### src/include/sqpr_defines.vh
// sqpr_defines.vh: packet codes, field values and error bits of the status query responder
// assumes inclusion by rtl/sqpr_responder.v and by the testbench
`ifndef SQPR_DEFINES_VH
`define SQPR_DEFINES_VH

// command bytes
`define SQPR_READ_CODE 8'h04
`define SQPR_READ_REPLY_CODE 8'h05
`define SQPR_EXT_CLASS 8'haa
`define SQPR_ZERO_BYTE 8'h00
`define SQPR_REQ_LEN 8'h02

// request frame: 4 command, 2 length, 2 id, 1 checksum
`define SQPR_REQ_BYTES 72
`define SQPR_REQ_LAST 4'h8

// reply frame storage: up to 11 bytes
`define SQPR_REP_BYTES 88

// reply payload lengths
`define SQPR_LEN_SHORT 8'h02
`define SQPR_LEN_ONE 8'h03
`define SQPR_LEN_TWO 8'h04

// query identifiers
`define SQPR_ID_PROG 16'h001b
`define SQPR_ID_RESET_DRV 16'h001c
`define SQPR_ID_MIRROR 16'h001d
`define SQPR_ID_LIGHT 16'h001e
`define SQPR_ID_SEQ_MODE 16'h001f
`define SQPR_ID_PATTERNS 16'h0020
`define SQPR_ID_DEPTH 16'h0021

// status values
`define SQPR_OK 8'h00
`define SQPR_FAIL 8'h01
`define SQPR_DEPTH_ONE 8'h01
`define SQPR_DEPTH_EIGHT 8'h08

// error bits of the first result byte
`define SQPR_ERR_HEADER 0
`define SQPR_ERR_LENGTH 1
`define SQPR_ERR_CHECKSUM 2
`define SQPR_ERR_ID 3

// synchroniser reset level, order {clk, cs_n, mosi}
`define SQPR_PIN_RESET 3'h2

`endif

### src/rtl/sqpr_responder.v
// sqpr_responder.v: serial slave that answers single-packet extended status queries
// assumes: host is serial master, mode 0 (sample on rising, shift on falling), clock <= 5 MHz,
// host checks spi_busy low before each byte; status inputs are quasi-static on ref_clk.
`timescale 1ns/10ps
`include "sqpr_defines.vh"

module sqpr_responder
(
  input wire ref_clk,
  input wire rst_n,
  input wire spi_clk,
  input wire spi_cs_n,
  input wire spi_mosi,
  output reg spi_miso,
  output wire spi_busy,
  input wire flash_prog_mode,
  input wire reset_driver_link_fail,
  input wire mirror_link_fail,
  input wire light_driver_link_fail,
  input wire [2:0] seq_mode,
  input wire [15:0] patterns_per_frame,
  input wire pixel_depth_eight,
  output reg query_done,
  output reg query_error
);

  localparam ST_RX = 2'h0;
  localparam ST_PROC = 2'h1;
  localparam ST_TX = 2'h2;

  function [7:0] pick_byte;
    input [`SQPR_REP_BYTES-1:0] vec;
    input [3:0] idx;
    begin
      pick_byte = vec[idx*8 +: 8];
    end
  endfunction

  // one-bit fault or mode flag as a status byte
  function [7:0] flag_byte;
    input flag;
    begin
      flag_byte = flag ? `SQPR_FAIL : `SQPR_OK;
    end
  endfunction

  // three-stage pin synchroniser, order {clk, cs_n, mosi}
  // resets to the idle levels so no false edge follows reset
  reg [2:0] pin_s1;
  reg [2:0] pin_s2;
  reg [2:0] pin_s3;
  reg [2:0] pin_lvl;
  wire [2:0] next_pin_lvl;
  // a level moves only once stages two and three agree
  assign next_pin_lvl = (pin_s2 & pin_s3) | (pin_lvl & (pin_s2 ^ pin_s3));

  always @(posedge ref_clk or negedge rst_n)
  begin
    if (!rst_n)
    begin
      pin_s1 <= `SQPR_PIN_RESET;
      pin_s2 <= `SQPR_PIN_RESET;
      pin_s3 <= `SQPR_PIN_RESET;
      pin_lvl <= `SQPR_PIN_RESET;
    end
    else
    begin
      pin_s1 <= {spi_clk, spi_cs_n, spi_mosi};
      pin_s2 <= pin_s1;
      pin_s3 <= pin_s2;
      pin_lvl <= next_pin_lvl;
    end
  end

  wire sel = ~next_pin_lvl[1];
  wire clk_rise = next_pin_lvl[2] & ~pin_lvl[2] & sel;
  wire clk_fall = ~next_pin_lvl[2] & pin_lvl[2] & sel;
  // synchronised clock still high in either stage
  wire clk_high = next_pin_lvl[2] | pin_lvl[2];
  wire rx_bit = next_pin_lvl[0];

  reg [1:0] state;
  reg [2:0] bit_cnt;
  reg [3:0] byte_idx;
  reg [6:0] rx_shift;
  reg [`SQPR_REQ_BYTES-1:0] req;
  reg [`SQPR_REP_BYTES-1:0] rep;
  reg [3:0] rep_last;
  // last request bit's falling edge reaches the reply state while select may stay low
  reg skip_fall;

  // busy only while the reply is latched; the host must not clock then
  assign spi_busy = (state == ST_PROC);

  // request decode
  wire [7:0] r_first_command_byte = req[7:0];
  wire [7:0] r_packet_class_byte = req[15:8];
  wire [7:0] r_third_command_byte = req[23:16];
  wire [7:0] r_transfer_position_byte = req[31:24];
  wire [7:0] r_len_lo = req[39:32];
  wire [7:0] r_len_hi = req[47:40];
  wire [15:0] r_id = req[63:48];
  wire [7:0] r_sum = req[71:64];
  wire [7:0] calc_sum = r_len_lo + r_len_hi + req[55:48] + req[63:56];

  reg [7:0] res0;
  reg [7:0] len;
  reg [7:0] d2;
  reg [7:0] d3;
  reg [7:0] rep_sum;
  reg [`SQPR_REP_BYTES-1:0] bld;

  always @*
  begin
    res0 = `SQPR_OK;
    d2 = `SQPR_OK;
    d3 = `SQPR_OK;
    len = `SQPR_LEN_ONE;
    if (r_first_command_byte != `SQPR_READ_CODE || r_packet_class_byte != `SQPR_EXT_CLASS)
      res0[`SQPR_ERR_HEADER] = 1'b1;
    if (r_third_command_byte != `SQPR_ZERO_BYTE || r_transfer_position_byte != `SQPR_ZERO_BYTE)
      res0[`SQPR_ERR_HEADER] = 1'b1;
    if (r_len_lo != `SQPR_REQ_LEN || r_len_hi != `SQPR_ZERO_BYTE)
      res0[`SQPR_ERR_LENGTH] = 1'b1;
    if (calc_sum != r_sum)
      res0[`SQPR_ERR_CHECKSUM] = 1'b1;
    case (r_id)
      `SQPR_ID_PROG:
        d2 = flag_byte(flash_prog_mode);
      `SQPR_ID_RESET_DRV:
        d2 = flag_byte(reset_driver_link_fail);
      `SQPR_ID_MIRROR:
        d2 = flag_byte(mirror_link_fail);
      `SQPR_ID_LIGHT:
        d2 = flag_byte(light_driver_link_fail);
      `SQPR_ID_SEQ_MODE:
        d2 = {5'h00, seq_mode};
      `SQPR_ID_PATTERNS:
      begin
        d2 = patterns_per_frame[7:0];
        d3 = patterns_per_frame[15:8];
        len = `SQPR_LEN_TWO;
      end
      `SQPR_ID_DEPTH:
        d2 = pixel_depth_eight ? `SQPR_DEPTH_EIGHT : `SQPR_DEPTH_ONE;
      default:
        res0[`SQPR_ERR_ID] = 1'b1;
    endcase
    // any fault drops the status bytes
    if (res0 != `SQPR_OK)
    begin
      len = `SQPR_LEN_SHORT;
      d2 = `SQPR_OK;
      d3 = `SQPR_OK;
    end
    // unused status bytes are zero, so they add nothing to the sum
    rep_sum = len + res0 + d2 + d3;
    bld = {`SQPR_REP_BYTES{1'b0}};
    bld[7:0] = `SQPR_READ_REPLY_CODE;
    bld[15:8] = `SQPR_EXT_CLASS;
    bld[23:16] = `SQPR_ZERO_BYTE;
    bld[31:24] = `SQPR_ZERO_BYTE;
    bld[39:32] = len;
    bld[47:40] = `SQPR_ZERO_BYTE;
    bld[55:48] = res0;
    bld[63:56] = `SQPR_OK;
    bld[71:64] = d2;
    bld[79:72] = d3;
    case (len)
      `SQPR_LEN_SHORT:
        bld[71:64] = rep_sum;
      `SQPR_LEN_ONE:
        bld[79:72] = rep_sum;
      default:
        bld[87:80] = rep_sum;
    endcase
  end

  wire [3:0] next_byte_idx = byte_idx + 4'h1;
  wire [2:0] next_bit_cnt = bit_cnt + 3'h1;
  wire [7:0] cur_byte = pick_byte(rep, byte_idx);
  wire [7:0] nxt_byte = pick_byte(rep, next_byte_idx);

  always @(posedge ref_clk or negedge rst_n)
  begin
    if (!rst_n)
    begin
      state <= ST_RX;
      bit_cnt <= 3'h0;
      byte_idx <= 4'h0;
      rx_shift <= 7'h00;
      req <= {`SQPR_REQ_BYTES{1'b0}};
      rep <= {`SQPR_REP_BYTES{1'b0}};
      rep_last <= 4'h0;
      skip_fall <= 1'b0;
      spi_miso <= 1'b0;
      query_done <= 1'b0;
      query_error <= 1'b0;
    end
    else
    begin
      query_done <= 1'b0;
      case (state)
        ST_RX:
        begin
          // byte position survives a deselect so the host may pause between bytes
          if (!sel)
            bit_cnt <= 3'h0;
          else if (clk_rise)
          begin
            rx_shift <= {rx_shift[5:0], rx_bit};
            bit_cnt <= next_bit_cnt;
            if (bit_cnt == 3'h7)
            begin
              req[byte_idx*8 +: 8] <= {rx_shift, rx_bit};
              if (byte_idx == `SQPR_REQ_LAST)
              begin
                byte_idx <= 4'h0;
                state <= ST_PROC;
              end
              else
                byte_idx <= next_byte_idx;
            end
          end
        end
        ST_PROC:
        begin
          // one cycle of busy while the reply is latched
          rep <= bld;
          rep_last <= len[3:0] + 4'h6;
          spi_miso <= bld[7];
          bit_cnt <= 3'h0;
          byte_idx <= 4'h0;
          skip_fall <= clk_high;
          query_done <= 1'b1;
          query_error <= (res0 != `SQPR_OK);
          state <= ST_TX;
        end
        ST_TX:
        begin
          // the host owns the frame; the reply is held until fully clocked out
          // a bit moves three to four core cycles after a falling edge: fits a 100 ns low phase
          if (!sel)
          begin
            bit_cnt <= 3'h0;
            skip_fall <= 1'b0;
            spi_miso <= cur_byte[7];
          end
          else if (clk_fall && skip_fall)
          begin
            // that edge ends the request, it must not shift the reply
            skip_fall <= 1'b0;
          end
          else if (clk_fall)
          begin
            bit_cnt <= next_bit_cnt;
            if (bit_cnt == 3'h7)
            begin
              if (byte_idx == rep_last)
              begin
                byte_idx <= 4'h0;
                spi_miso <= 1'b0;
                state <= ST_RX;
              end
              else
              begin
                byte_idx <= next_byte_idx;
                spi_miso <= nxt_byte[7];
              end
            end
            else
              spi_miso <= cur_byte[3'h7 - next_bit_cnt];
          end
        end
        default:
          state <= ST_RX;
      endcase
    end
  end

endmodule // sqpr_responder

### config.mk
export PLATFORM = sky130hd
export DESIGN_NAME = sqpr_responder
export DESIGN_NICKNAME = d
export VERILOG_FILES = /design/src/rtl/sqpr_responder.v
export VERILOG_INCLUDE_DIRS = /design/src /design/src/include
export SDC_FILE = /design/constraint.sdc
export NUM_CORES = 1
export LEC_CHECK = 0
export BUFFER_PORTS_ARGS = -buffer_cell sky130_fd_sc_hd__buf_2
export CAP_MARGIN = 20
export CORE_MARGIN = 2
export CORE_UTILIZATION = 50
export DETAILED_ROUTE_END_ITERATION = 12
export HOLD_SLACK_MARGIN = 0.02
export PLACE_DENSITY = 0.68
export SLEW_MARGIN = 20
export SYNTH_ARGS = -nofsm -noshare
export SYNTH_HDL_FRONTEND = slang
export SYNTH_SLANG_ARGS = --single-unit
### constraint.sdc
create_clock -name ref_clk -period 8.19 [get_ports ref_clk]
set_input_delay 0.4095 -clock ref_clk [delete_from_list [all_inputs] [get_ports ref_clk]]
set_output_delay 0.4095 -clock ref_clk [all_outputs]
set_load 0.05 [all_outputs]
Word-level counts from Yosys, hierarchy flattened --
Index checks and enable logic that the tools add are counted.
Operators by class: $lt $le $gt $ge 1, bitwise gates (word level) 12, shift operators 4, divide/modulo/power cells 0, multiply operators 0, reduce and logical (&&, ||, !) cells 21, add/subtract/negate cells 11, equality and inequality tests 31, mux-type cells 58
Operators with widths (count):
- $shiftx 88x8->8 | 2
- $eq 16x5->1 const B | 5
- $bwmux 72 | 1
- $shift 8x34->72 const A | 1
- $shiftx 8x34->72 | 1
- $mux 8 | 7
- $pmux 8 s7 | 1
- $add 8x8->8 | 5
- $mux 4 | 10
- $neg 7->34 | 1
- $eq 16x6->1 const B | 2
- $reduce_bool 8->1 | 4
- $mux 1 | 18
- $mux 2 | 9
- $mux 3 | 6
- $ne 2x2->1 const B | 9
- $eq 8x2->1 const B | 2
- $ne 3x3->1 const B | 4
- $pmux 4 s3 | 1
- $pmux 3 s3 | 1
- $reduce_and 9->1 | 1
- $add 8x4->8 | 1
- $ne 8x2->1 const B | 1
- $ne 8x3->1 const B | 1
- 33 further kinds | 44
Storage, ports and cells: bits in latches 0, output and inout port bits 4, register bits 150, input port bits 29, memories 0, bits in read-only memories 0, memory bits (writable) 0

Longest topological paths before layout --
depth after elaboration 11, mapped depth 24, gate-level depth less buffers 23

Worst setup path before layout --
OpenSTA, ideal clock, no wires.
path type register -> register, from register req[49], to register rep[87], arrival 6.173 ns, slack 1.895 ns, buffers on the path 1, stages on the path, launching flop included 24, required time 8.068 ns, setup time 0.122 ns, clock period less this slack 6.295 ns, path through dfrtp_1 fa_1 inv_1 fa_1 inv_1 ha_1 fa_1 xnor2_1 nand3_1 nor4b_1 o211ai_1 nor4_4 buf_4 and2_1 fa_1 fa_1 ha_1 fa_1 a21oi_1 o211ai_1 a21oi_1 xnor2_1 xnor2_1 a32o_1
Between the ends: cells in the longest elaborated chain, start to end 10
Ends and longest elaborated chain:
- start, declared | RTL line sqpr_responder.v:86 | reg [`SQPR_REQ_BYTES-1:0] req;
- start signal, assigned | RTL line sqpr_responder.v:192 | req <= {`SQPR_REQ_BYTES{1'b0}};
- start signal, assigned by index | RTL line sqpr_responder.v:215 | req[byte_idx*8 +: 8] <= {rx_shift, rx_bit};
- $add 8x8->8 (2 in series) | RTL line sqpr_responder.v:104 | wire [7:0] calc_sum = r_len_lo + r_len_hi + req[55:48] + req[63:56];
- $ne 8x8->1 | RTL line sqpr_responder.v:125 | if (calc_sum != r_sum)
- $mux 1 | RTL line sqpr_responder.v:125
- $reduce_bool 4->1 (no line)
- $mux 8 | RTL line sqpr_responder.v:150 | if (res0 != `SQPR_OK)
- $add 8x4->8 | RTL line sqpr_responder.v:157 | rep_sum = len + res0 + d2 + d3;
- $add 8x8->8 (2 in series) | RTL line sqpr_responder.v:157
- $mux 8 * | RTL line sqpr_responder.v:169 | case (len)
- end signal, assigned | RTL line sqpr_responder.v:193 | rep <= {`SQPR_REP_BYTES{1'b0}};
- end signal, assigned | RTL line sqpr_responder.v:229 | rep <= bld;
- end, declared | RTL line sqpr_responder.v:87 | reg [`SQPR_REP_BYTES-1:0] rep;
Mark *: on every way between the ends. The rest lies on a longest branch, timed or not. A chain may end at the register's enable or synchronous reset.

Final worst setup path --
from register req[49], to register rep[87]
Between the ends: cells in the longest elaborated chain, start to end 10
Ends and longest elaborated chain:
- $add 8x8->8 (2 in series) | RTL line sqpr_responder.v:104
- $ne 8x8->1 | RTL line sqpr_responder.v:125
- $mux 1 | RTL line sqpr_responder.v:125
- $reduce_bool 4->1 (no line)
- $mux 8 * | RTL line sqpr_responder.v:150
- via bld[33] | RTL line sqpr_responder.v:111 | reg [`SQPR_REP_BYTES-1:0] bld;
- $add 8x4->8 | RTL line sqpr_responder.v:157
- $add 8x8->8 (2 in series) | RTL line sqpr_responder.v:157
- $mux 8 * | RTL line sqpr_responder.v:169
The timed path passes the listed nets; every way through them passes the cells marked *.

==> run_results.csv <==
group,metric,value,unit
outcome,status,"finished, violations left",
outcome,violations,"negative hold slack",
sta,finalSetupViolations,0,
die,start_util,51.2,%
finish,fin_area,9100,µm²
power,p_leak,4.16,nW
setup_path,crit_slowest_cell,"fa_1",
setup_path,crit_chain,"fa_1 -> inv_1 -> fa_1 -> inv_1 -> ha_1 -> fa_1 -> xnor2_1 -> nand3_1 -> nor4b_1 -> o211ai_1 -> nor4_4 -> buf_4 -> inv_2 -> fa_1 -> fa_1 -> ha_1 -> fa_1 -> a21oi_1 -> o211ai_1 -> a21oi_1 -> xnor2_1 -> xnor2_1 -> a32o_1",
power,power,0.00171,W
synth,synth_flop_cell,"dfrtp_1",
flow_run,cap_viol_max_count,0,
setup_path,path_max_fanout,17,
clocking,clockBufferDepth,2,
sta,rsz0062_at_grt,"no",
drt,via_per_inst,5.96,
synth,synth_edf_count,0,
power,ir_drop,0.157,mV
synth,synth_top_area_share,40.9,%
clocking,post_cts_resized,0,
die,die_area,17300,µm²
sta,fin_skew,8.39,ps
setup_path,slowest_delay,560,ps
setup_path,cp-start-kind,"flip-flop",
sta,slew_headroom,33.2,%
placement,dpl.hpwl,14300,µm
synth,ys_types,78,
sta,min_period,6730,ps
drt,via_count,6200,
die,die_w,132,µm
synth,synth_nets,868,
synth,ys_top_cells_by_area,"dfrtp_1 (41%), mux2_2 (6.0%), ha_1 (5.2%)",
global_routing,grt_pass1_wl,33300,µm
drt,drc,0,
placement,place_area,8490,µm²
finish,layout_common_cells,"dfrtp_1 (133), inv_1 (56), nand2_1 (54)",
die,rows,46,
sta,timing.setup.tns,0,ps
global_routing,grt_pass1_vias,6339,
global_routing,antenna_found_initial,0,
clocking,cts_root_buf,"clkbuf_16",
die,io_pins,33,
drt,wl,20000,µm
die,dieHeight,132,µm
setup_path,reg2reg_slack,1460,ps
setup_path,endpoint_kind,"flip-flop",
setup_path,crit_top_cell,"fa_1",
setup_path,cp_data_arrival_time,7040,ps
sta,tightest_slew,995,ps
finish,drive_gt1_share,18.7,%
synth,yosys_register_bits,137,
synth,syn_area_per_cell,10.4,µm²
global_routing,grt_use_total,24.2,%
power,power_density,188,nW/µm²
setup_path,required,8500,ps
die,core_area,15900,µm²
synth,synthCells,784,
clocking,holdBufCountCts,0,
finish,fillers,1344,
clocking,clock_sinks,137,
global_routing,grt-ovfl-total,0,
placement,gp_congestion,0.937,
synth,async_flop_share,100,%
finish,area_growth,12.0,%
finish,n_antenna_cell,0,
sta,slew_violations,0,
setup_path,crit_type,"reg2reg",
finish,layout_commonest_cell,"dfrtp_1",
synth,yosys_warnings,0,
finish,multiInputGateArea,4350,µm²
clocking,cts_made_buffers,17,
finish,fin_nets,896,
drt,wl_per_cell,19.2,µm
clocking,postCtsSetupBuffers,0,
clocking,cts.clk_slew.worst_paths,70,ps
sta,clock.fmax,0.149,GHz
drt,initialDrtViolationCount,549,
synth,yosysSeqAreaShare,42.2,%
placement,port_buffers,32,
drt,dr.pass1.iters,5,
synth,yosysTopAreaCell,"dfrtp_1",
drt,ant_nets,0,
clocking,cts_tree,"done",
sta,finalHoldViolations,5,
synth,syn-cell-area,8130,µm²
sta,finalCritPeriodShare,82.2,%
finish,layout.area.seq,3430,µm²
clocking,clock_latency,420,ps
global_routing,grt_max_degree,85,
sta,fin_hold_ws,-9.44,ps
clocking,htreeDepth,4,
worst_hold_path,min_path_type,"in2async",
==> registers in the layout (all words and copies together) (netlist names) <==
| signal | flops |
|---|---|
| bit_cnt | 3 |
| byte_idx | 4 |
| pin_lvl | 3 |
| pin_s1 | 3 |
| pin_s2 | 3 |
| pin_s3 | 3 |
| query_done | 1 |
| query_error | 1 |
| rep | 31 |
| rep_last | 2 |
| req | 72 |
| rx_shift | 7 |
| skip_fall | 1 |
| spi_miso | 1 |
| state | 2 |
==> cell usage after synthesis (5+ instances only) <==
cell type	number
nand2b_1	8
inv_1	56
nand3_1	43
a21o_1	5
or3_1	5
ha_1	34
o21ai_1	6
o21a_1	5
or2_2	5
clkbuf_1	19
mux2_2	43
nor2_1	36
a21oi_1	24
nor4b_1	9
nand2_1	54
a221o_1	5
a31oi_1	6
buf_2	6
and2_1	16
xnor2_1	16
a22oi_1	5
nand4_1	8
a31o_2	6
nor2b_1	11
mux2i_1	10
dfrtp_1	133
fa_1	21
mux2_4	7
a22o_1	12
nor3b_1	5
o31ai_1	9
o21ai_0	46
xor2_1	8
nor4_1	13
nor3_1	12
==> critical path, delay by kind of cell, from the launching register on <==
kind / cells / cell delay (ps)
adders and majority gates: 8 / 3300
buffers and inverters: 4 / 440
and+or+nand+nor: 3 / 780
xor gates and xnor gates: 3 / 530
AOI/OAI and AO/OA: 5 / 1080
DFF: 1 / 470
==> cell families (layout without fill, tap and decap cells) <==
| logic type | count (synthesis) | in the layout | share of synthesized area (%) |
|---|---|---|---|
| flops | 137 | 137 | 42.2 |
| buf+inv | 90 | 131 | 4.37 |
| compound gates | 163 | 163 | 13.5 |
| xor+xnor | 26 | 26 | 3.14 |
| fa+ha+maj | 55 | 55 | 10.4 |
| simple gates | 251 | 251 | 17.4 |
| mux | 62 | 62 | 8.89 |
==> metrics by stage <==
stage          setup slack (ps)  utilization (%)  std cells  hold WS [ps]
2_1_floorplan              1900                -        784           114
3_3_place_gp               1740             53.5       1009           335
3_5_place_dp               1530             53.5       1009           341
4_1_cts                    1500             57.3       1041          53.6
5_1_grt                     977             57.3       1041          77.9
6_report                   1460             57.3       1041         -9.44
==> layout make-up <==
cell class              count  share of cell area, %
inverters                  60                   2.50
clock buffers              18                   4.82
well taps                 216                   2.97
clock inverters            14                   1.79
flip-flops and latches    137                   37.7
repair buffers             39                   2.41
multi-input cells         557                   47.8
==> final timing paths <==
path / start / endpoint / cells past startpoint
worst max register to register: req[49] / rep[87] / 23
min in group ref_clk: spi_cs_n / pin_s1[1] / 1
max in group asynchronous: rst_n / rep[83] / 2
worst min register to register: pin_s1[2] / pin_s2[2] / 0
worst max-delay path: req[49] / rep[87] / 23
worst min-delay path: rst_n / rep[68] / 1
==> report_power, final <==
part | switching (W) | internal [W] | total [W] | leakage (nW)
sequential | 0.0000596 | 0.000706 | 0.000766 | 1.84
clock | 0.000318 | 0.000463 | 0.000782 | 0.288
combinational | 0.000100 | 0.0000637 | 0.000164 | 2.04
==> metal layers <==
layer	share of wire (%)	GRT usage [%]	up-vias	routed length, µm
li1	-	-	2880	-
met1	45	32.6	3121	8900
met2	50	39.6	167	9900
met3	4.0	5.02	32	800
met4	1.9	7.07	0	371
met5	0	0	-	0
No activity file was read; power rests on OpenSTA's default activity.
